**src/shared/dcp_pkg.sv**
```systemverilog
`default_nettype none
package dcp_pkg;
  // ***************************************************
  // register offsets
  // ***************************************************
  localparam logic [11:0] ADDR_PROD_LO = 12'h004;
  localparam logic [11:0] ADDR_PROD_HI = 12'h005;
  localparam logic [11:0] ADDR_GRADE = 12'h006;
  localparam logic [11:0] ADDR_PAGE = 12'h008;
  localparam logic [11:0] ADDR_PWR = 12'h011;
  localparam logic [11:0] ADDR_MASK = 12'h012;
  localparam logic [11:0] ADDR_PROT = 12'h013;
  // paged address ranges, low and high bound each
  localparam logic [11:0] PG0_LO = 12'h013;
  localparam logic [11:0] PG0_HI = 12'h014;
  localparam logic [11:0] PG1_LO = 12'h034;
  localparam logic [11:0] PG1_HI = 12'h03D;
  localparam logic [11:0] PG2_LO = 12'h110;
  localparam logic [11:0] PG2_HI = 12'h124;
  localparam logic [11:0] PG3_LO = 12'h135;
  localparam logic [11:0] PG3_HI = 12'h14C;
  // ***************************************************
  // fields and reset values
  // ***************************************************
  localparam int PWR_REF_BIT = 7;
  localparam int PWR_I_BIT = 6;
  localparam int PWR_Q_BIT = 4;
  localparam int PWR_M_BIT = 2;
  localparam logic [7:0] PWR_WMASK = 8'hD4;
  localparam logic [7:0] PWR_RST = 8'h54;
  localparam logic [7:0] PROT_WMASK = 8'h2C;
  localparam logic [7:0] PROT_RST = 8'h00;
  localparam logic [1:0] MASK_RST = 2'h0;
  localparam logic [1:0] PAGE_RST = 2'h3;
  localparam logic [1:0] PAGE_I = 2'h1;
  localparam logic [1:0] PAGE_Q = 2'h2;
  localparam logic [1:0] PAGE_BOTH = 2'h3;
  // ***************************************************
  // serial frame
  // ***************************************************
  localparam logic [4:0] INSTR_LAST = 5'h0F;
  localparam logic [4:0] DATA_LAST = 5'h07;
  typedef enum logic [1:0] {
    DCP_IDLE = 2'b00,
    DCP_INSTR = 2'b01,
    DCP_DATA = 2'b10,
    DCP_DONE = 2'b11
  } dcp_state_t;
endpackage
`default_nettype wire

```
**src/rtl/dcp_regs.sv**
```systemverilog
// What this block does
// - page 01 steers to I, 10 to Q
// - page 11 resets; writes both, reads I
// - steering only in four paged ranges
// - bit 7 drives reference power-down, reset 0
// - bit 6 powers down I, reset 1
// - bit 4 powers down Q, reset 1
// - bit 2 master bias kills both channels
// - mask 1: Q down on pin fall, low
// - mask 0: I down on pin fall, low
`timescale 1ns/1ps
`default_nettype none
module dcp_regs
  import dcp_pkg::*;
#(
  parameter logic [7:0] PROD_LO = 8'h5A, // arbitrary value
  parameter logic [7:0] PROD_HI = 8'hC3, // arbitrary value
  parameter logic [3:0] GRADE = 4'h1, // arbitrary value
  parameter logic [3:0] REV = 4'h7 // arbitrary value
) (
  // clock and reset
  input wire logic sys_clk_i,
  input wire logic srst_i,
  // serial port
  input wire logic spi_sclk_i,
  input wire logic spi_cs_n_i,
  input wire logic spi_sdi_i,
  output logic spi_sdo_o,
  output logic spi_sdo_oe_o,
  // transmit gate pins
  input wire logic tx_gate_pin_ch0_i,
  input wire logic tx_gate_pin_ch1_i,
  // power controls
  output logic reference_powerdown_o,
  output logic master_bias_powerdown_o,
  output logic i_channel_off_o,
  output logic q_channel_off_o,
  // per-channel protect fields
  output logic [7:0] prot_ch0_o,
  output logic [7:0] prot_ch1_o,
  // paged registers held outside this bank
  output logic [11:0] ext_addr_o,
  output logic [7:0] ext_wdata_o,
  output logic [1:0] ext_wr_o,
  input wire logic [7:0] ext_rdata_ch0_i,
  input wire logic [7:0] ext_rdata_ch1_i
);
  // ***************************************************
  // input synchronisers
  // ***************************************************
  localparam int NSYNC = 5;
  logic [NSYNC-1:0] pin_raw;
  logic [NSYNC-1:0] sync1;
  logic [NSYNC-1:0] sync2;
  logic [NSYNC-1:0] sync3;
  logic [NSYNC-1:0] filt;
  logic [NSYNC-1:0] filt_d;
  assign pin_raw = {tx_gate_pin_ch1_i, tx_gate_pin_ch0_i,
                    spi_sdi_i, spi_cs_n_i, spi_sclk_i};
  // a change counts only once stages two and three agree
  genvar gi;
  generate
    for (gi = 0; gi < NSYNC; gi++) begin : g_sync
      always_ff @(posedge sys_clk_i) begin
        if (srst_i) begin
          sync1[gi] <= 1'b1;
          sync2[gi] <= 1'b1;
          sync3[gi] <= 1'b1;
          filt[gi] <= 1'b1;
          filt_d[gi] <= 1'b1;
        end else begin
          sync1[gi] <= pin_raw[gi];
          sync2[gi] <= sync1[gi];
          sync3[gi] <= sync2[gi];
          if (sync2[gi] == sync3[gi]) begin
            filt[gi] <= sync3[gi];
          end
          filt_d[gi] <= filt[gi];
        end
      end
    end
  endgenerate
  logic sclk_rise;
  logic sclk_fall;
  logic cs_on;
  logic sdi;
  logic [1:0] tx_pin;
  logic [1:0] tx_fall;
  assign sclk_rise = filt[0] & ~filt_d[0];
  assign sclk_fall = ~filt[0] & filt_d[0];
  assign cs_on = ~filt[1];
  assign sdi = filt[2];
  assign tx_pin = filt[4:3];
  assign tx_fall = ~filt[4:3] & filt_d[4:3];
  // ***************************************************
  // serial frame engine
  // ***************************************************
  dcp_state_t state;
  logic [4:0] cnt;
  logic [14:0] ish;
  logic [6:0] dsh;
  logic rd_op;
  logic [11:0] addr;
  logic [7:0] wdata;
  logic wr_stb;
  logic rd_load;
  logic rd_load_d;
  // one byte per frame; extra clocks after it are ignored
  always_ff @(posedge sys_clk_i) begin
    if (srst_i || !cs_on) begin
      state <= DCP_IDLE;
      cnt <= 5'h00;
      ish <= 15'h0000;
      dsh <= 7'h00;
      rd_op <= 1'b0;
      wr_stb <= 1'b0;
      rd_load <= 1'b0;
      rd_load_d <= 1'b0;
      if (srst_i) begin // address and data outlive the frame for the ext ports
        addr <= 12'h000;
        wdata <= 8'h00;
      end
    end else begin
      wr_stb <= 1'b0;
      rd_load <= 1'b0;
      rd_load_d <= rd_load;
      case (state)
        DCP_IDLE: begin
          state <= DCP_INSTR;
        end
        DCP_INSTR: begin
          if (sclk_rise) begin
            ish <= {ish[13:0], sdi};
            cnt <= cnt + 5'h01;
            if (cnt == INSTR_LAST) begin
              state <= DCP_DATA;
              cnt <= 5'h00;
              rd_op <= ish[14];
              addr <= {ish[10:0], sdi};
              rd_load <= ish[14];
            end
          end
        end
        DCP_DATA: begin
          if (sclk_rise) begin
            dsh <= {dsh[5:0], sdi};
            cnt <= cnt + 5'h01;
            if (cnt == DATA_LAST) begin
              state <= DCP_DONE;
              wdata <= {dsh, sdi};
              wr_stb <= ~rd_op;
            end
          end
        end
        default: begin
          state <= DCP_DONE;
        end
      endcase
    end
  end
  // ***************************************************
  // address decode
  // ***************************************************
  logic paged;
  logic [1:0] ch_sel;
  logic [1:0] page;
  assign paged = (addr >= PG0_LO && addr <= PG0_HI) ||
                 (addr >= PG1_LO && addr <= PG1_HI) ||
                 (addr >= PG2_LO && addr <= PG2_HI) ||
                 (addr >= PG3_LO && addr <= PG3_HI);
  // page codes double as channel enables; 00 selects neither, so writes go nowhere
  assign ch_sel = page;
  // ***************************************************
  // registers
  // ***************************************************
  logic [7:0] pwr;
  logic [1:0] mask;
  // page select, only the low two bits are stored
  always_ff @(posedge sys_clk_i) begin
    if (srst_i) begin
      page <= PAGE_RST;
    end else if (wr_stb && addr == ADDR_PAGE) begin
      page <= wdata[1:0];
    end
  end
  // main power control, reserved bits stay zero
  always_ff @(posedge sys_clk_i) begin
    if (srst_i) begin
      pwr <= PWR_RST;
    end else if (wr_stb && addr == ADDR_PWR) begin
      pwr <= wdata & PWR_WMASK;
    end
  end
  // transmit gate mask
  always_ff @(posedge sys_clk_i) begin
    if (srst_i) begin
      mask <= MASK_RST;
    end else if (wr_stb && addr == ADDR_MASK) begin
      mask <= wdata[1:0];
    end
  end
  // paged protect copies, one per channel
  always_ff @(posedge sys_clk_i) begin
    if (srst_i) begin
      prot_ch0_o <= PROT_RST;
      prot_ch1_o <= PROT_RST;
    end else if (wr_stb && addr == ADDR_PROT) begin
      if (ch_sel[0]) begin
        prot_ch0_o <= wdata & PROT_WMASK;
      end
      if (ch_sel[1]) begin
        prot_ch1_o <= wdata & PROT_WMASK;
      end
    end
  end
  // paged registers outside the bank get a per-channel strobe
  always_ff @(posedge sys_clk_i) begin
    if (srst_i) begin
      ext_addr_o <= 12'h000;
      ext_wdata_o <= 8'h00;
      ext_wr_o <= 2'b00;
    end else begin
      ext_addr_o <= addr;
      ext_wdata_o <= wdata;
      if (wr_stb && paged && addr != ADDR_PROT) begin
        ext_wr_o <= ch_sel;
      end else begin
        ext_wr_o <= 2'b00;
      end
    end
  end
  // ***************************************************
  // read path
  // ***************************************************
  logic [7:0] rdata;
  logic [7:0] rd_sh;
  // reads of a paged address come from Q only on page 10
  always_comb begin
    if (addr == ADDR_PROD_LO) begin
      rdata = PROD_LO;
    end else if (addr == ADDR_PROD_HI) begin
      rdata = PROD_HI;
    end else if (addr == ADDR_GRADE) begin
      rdata = {GRADE, REV};
    end else if (addr == ADDR_PAGE) begin
      rdata = {6'h00, page};
    end else if (addr == ADDR_PWR) begin
      rdata = pwr;
    end else if (addr == ADDR_MASK) begin
      rdata = {6'h00, mask};
    end else if (addr == ADDR_PROT) begin
      rdata = (page == PAGE_Q) ? prot_ch1_o : prot_ch0_o;
    end else if (paged && page != 2'b00) begin
      rdata = (page == PAGE_Q) ? ext_rdata_ch1_i : ext_rdata_ch0_i;
    end else begin
      rdata = 8'h00;
    end
  end
  // data leaves msb first, changed on falling sclk edges
  always_ff @(posedge sys_clk_i) begin
    if (srst_i || !cs_on) begin
      rd_sh <= 8'h00;
      spi_sdo_o <= 1'b0;
      spi_sdo_oe_o <= 1'b0;
    end else if (rd_load_d) begin // one cycle late so ext ports already show the address
      rd_sh <= rdata;
    end else if (sclk_fall && state == DCP_DATA && rd_op) begin
      spi_sdo_oe_o <= 1'b1;
      spi_sdo_o <= rd_sh[7];
      rd_sh <= {rd_sh[6:0], 1'b0};
    end
  end
  // ***************************************************
  // power outputs
  // ***************************************************
  logic [1:0] gated;
  // held down from the pin's falling edge until it rises
  always_ff @(posedge sys_clk_i) begin
    if (srst_i) begin
      gated <= 2'b00;
    end else begin
      for (int c = 0; c < 2; c++) begin
        if (mask[c] && tx_fall[c]) begin
          gated[c] <= 1'b1;
        end else if (!mask[c] || tx_pin[c]) begin
          gated[c] <= 1'b0;
        end
      end
    end
  end
  always_ff @(posedge sys_clk_i) begin
    if (srst_i) begin
      reference_powerdown_o <= 1'b0;
      master_bias_powerdown_o <= 1'b1;
      i_channel_off_o <= 1'b1;
      q_channel_off_o <= 1'b1;
    end else begin
      reference_powerdown_o <= pwr[PWR_REF_BIT];
      master_bias_powerdown_o <= pwr[PWR_M_BIT];
      i_channel_off_o <= pwr[PWR_I_BIT] | pwr[PWR_M_BIT] | gated[0];
      q_channel_off_o <= pwr[PWR_Q_BIT] | pwr[PWR_M_BIT] | gated[1];
    end
  end
endmodule
`default_nettype wire

```
**config.mk**
```make
export PLATFORM = sky130hd
export DESIGN_NAME = dcp_regs
export DESIGN_NICKNAME = d
export VERILOG_FILES = /design/src/shared/dcp_pkg.sv /design/src/rtl/dcp_regs.sv
export SDC_FILE = /design/constraint.sdc
export NUM_CORES = 1
export LEC_CHECK = 0
export ABC_CLOCK_PERIOD_IN_PS = 2900
export BUFFER_PORTS_ARGS = -buffer_cell sky130_fd_sc_hd__buf_2
export CORE_MARGIN = 8
export CORE_UTILIZATION = 35
export DETAILED_ROUTE_END_ITERATION = 8
export PLACE_DENSITY = 0.51
export SYNTH_ARGS = -nofsm -noshare
export SYNTH_HDL_FRONTEND = slang
export SYNTH_SLANG_ARGS = --single-unit
```
**constraint.sdc**
```tcl
create_clock -name sys_clk_i -period 2.9 [get_ports sys_clk_i]
set_clock_uncertainty 0.15 [all_clocks]
set_input_delay 0.87 -clock sys_clk_i [delete_from_list [all_inputs] [get_ports sys_clk_i]]
set_output_delay 0.87 -clock sys_clk_i [all_outputs]
set_load 0.01 [all_outputs]
```
==> results.md <==
* WP data arrival at 2.66 ns
* Post-synthesis sequential area ratio at 53.53%
* Number of global-route vias before repair at 3,637
* Slew margin rel. at 53.66%
* Drt first pass iters at 4
* Final Max Slew Viols at 0
* Cells after Synth at 539
* VDD IR-drop max at 450.4 µV
* Tot Pwr at 3.976 mW
* Die W at 137.4 µm
* FF+latch count, synth at 128
* Clock transition at path regs at 0.06 ns
* RSZ-0062 raised after global routing: false
* GP Congestion at 0.8742
* P_int at 3.140 mW
* Switch share at 21.03%
* Post-synth top flop: dfxtp_1
* Leak at 2.518 nW
* Total GRT Usage at 12.88%
* Critical path required time at 3.06 ns
* CORE AREA at 14,480 µm²
* Maxcap violations at 0
* Final Util at 42.64%
* Num rows at 44
* CTS resizes at 0
* I/O pin cnt at 67
* P_sw at 0.8362 mW
* Reg power frac at 45.6%
* Crit path max fanout at 11
* CTS buffer count at 17
* WL/cell at 14.82 µm
* DRT iter0 DRCs at 264
* TritonCTS Sinks at 128
* Endpoints failing setup at 0
* Post-route DRC at 0
* FMAX at 399.9 MHz
* Routed wire length at 11,680 µm
* Vias per inst at 4.912
* Ys async rst share at 0%
* Fill cells at 1,434
* Largest net degree at the start of global routing at 35
* Slowest CP cell: edfxtp_1
* PnR worst setup slack at 0.3992 ns
* Setup TNS at 0 ns
* Dpl ws at 0.3871 ns
* N_diodes at 0
* H-tree depth at 4
* Hold_ws at 0.2542 ns
* CTS Hold Buffers Added at 0
* Syn_area_per_cell at 9.576 µm²
* Starting Density at 35.65%
* Gate power share at 1.6%
* Worst path max stage delay at 0.49 ns
* Global-route met1 utilization at 15.95%
* Final Net Count at 615
* Die Y-Extent at 137.4 µm
* Fin. Hold Viols at 0
* Routed vias at 3,871
* WS Path Type: reg2reg
* Share of layout cells above drive strength 1 at 22.02%
* Clock Power Share at 52.8%
* DPL Wire Length at 8363 µm
* Most used routing layer in global routing: met2
* Min cycle time layout at 2.501 ns
* Clk root buf: clkbuf_16
* Status: finished, final reports clean
* Slew @ Worst Pin at 0.6951 ns
* Number of synthesized flops with an enable pin at 20
* Syn. warnings at 0
* Distinct cells, synth at 57
* Crit share post-route at 86.23%
* M2 GR Usage at 20.23%
* Initial antenna violation count at 0
* CTS tree: built
* Worst setup SP type: flop
* Cell Area, Synth at 5161 µm²
* Worst setup EP type: flop
* Grt ovf at 0
* Layout area overhead at 19.61%
* Setup bufs post-CTS at 0
* First-pass GRT wire length at 18,820 µm
* Met3 Usage GRT at 3.866%
* Die area at 18,890 µm²
* Port Buffers at 56
* Worst min path class: reg2reg
* Power density over cell area at 644.0 nW/µm²
* Post-route ant nets at 0
* Max clock buf depth at 2
* Clock Latency Late Sink at 0.42 ns
* Critical path, cell by cell: nor4_4 -> and4_2 -> and3_1 -> nand3_1 -> mux2i_1 -> nor2_1
kinds of logic after synthesis:
kind of cell               Yosys count  share of synthesized area, %
and+or+nand+nor                    229                         21.99
other                                1                       0.07266
buffers and inverters               49                         4.436
muxes                               40                         7.903
xor gates and xnor gates             3                        0.5092
AOI/OAI and AO/OA                   88                         11.32
adders and majority gates            1                        0.2424
DFF                                128                         53.53
worst max-delay path: cells and delay by family (launching register included):
family / cells / cell delay (ns)
and+or+nand+nor: 5 / 1.54
DFF: 1 / 0.49
muxes: 1 / 0.20
power by group through the flow:
stage / sequential, mW / combinational, mW / clock, mW
5_1_grt: 1.82 / 0.0701 / 2.22
6_report: 1.81 / 0.0623 / 2.10
3_5_place_dp: 1.85 / 0.0629 / 0
3_3_place_gp: 1.85 / 0.0621 / 0
2_1_floorplan: 1.85 / 0.0487 / 0
4_1_cts: 1.81 / 0.0633 / 2.14
per-stage QoR:
| stage | cells | cell area, µm² |
|---|---|---|
| floorplan | 548 | 5195 |
| global placement | 756 | 5578 |
| detailed placement | 756 | 5578 |
| CTS | 788 | 6173 |
| global route | 788 | 6173 |
| finish | 788 | 6173 |
registers in the layout, indices dropped and copies added, names as in the netlist, 3 cells and up:
| name | cells |
|---|---|
| addr | 12 |
| cnt | 5 |
| dsh | 7 |
| ext_addr_o | 12 |
| ext_wdata_o | 8 |
| filt | 4 |
| filt_d | 3 |
| ish | 15 |
| prot_ch0_o | 3 |
| prot_ch1_o | 3 |
| pwr | 4 |
| rd_sh | 8 |
| sync1 | 5 |
| sync2 | 5 |
| sync3 | 5 |
| wdata | 8 |
area by class of cell:
cell class                      instances  area, µm²  share of cell area (%)
Inverter                                7      26.28                  0.4256
Clock inverter                         11      102.6                   1.662
Multi-Input combinational cell        371       2203                   35.69
Sequential cell                       128       2763                   44.75
Timing Repair Buffer                   66      355.3                   5.756
Tap cell                              184      230.2                   3.729
Clock buffer                           21      493.0                   7.985
cells in the mapped netlist, drive strengths merged (9+ instances only):
cell	count	share of area, %
dfxtp	108	42
nand2	70	5.1
nor2	63	4.6
a21oi	40	3.9
mux2i	34	6.6
nor2b	24	2.9
buf	21	2.4
clkbuf	21	1.6
or2	21	2.5
edfxtp	20	12
nand3	11	1.1
o21ai	9	0.87
routing by layer:
layer | wire [µm] | vias up
li1 | - | 1941
met1 | 5312 | 1838
met2 | 5452 | 77
met3 | 712 | 15
met4 | 199 | 0
met5 | 0 | -
layout by cell type (no fill, tap or decap), types with 11 or more instances in the layout:
cell type / instances
a21oi_1: 40
dfxtp_1: 108
nor2b_1: 24
edfxtp_1: 20
nand2_1: 69
nor2_1: 63
nand3_1: 11
clkbuf_16: 19
or2_2: 20
buf_2: 56
mux2i_1: 34
worst paths after layout:
| check | cells after the start | end | from | slack, ns |
|---|---|---|---|---|
| max reg2reg | 6 | prot_ch0_o[5] | addr[7] | 0.40 |
| min | 1 | sync2[4] | sync1[4] | 0.25 |
| min reg2reg | 1 | sync2[4] | sync1[4] | 0.25 |
| max | 6 | prot_ch0_o[5] | addr[7] | 0.40 |
Note: power is estimated with default switching activity, not from simulation.
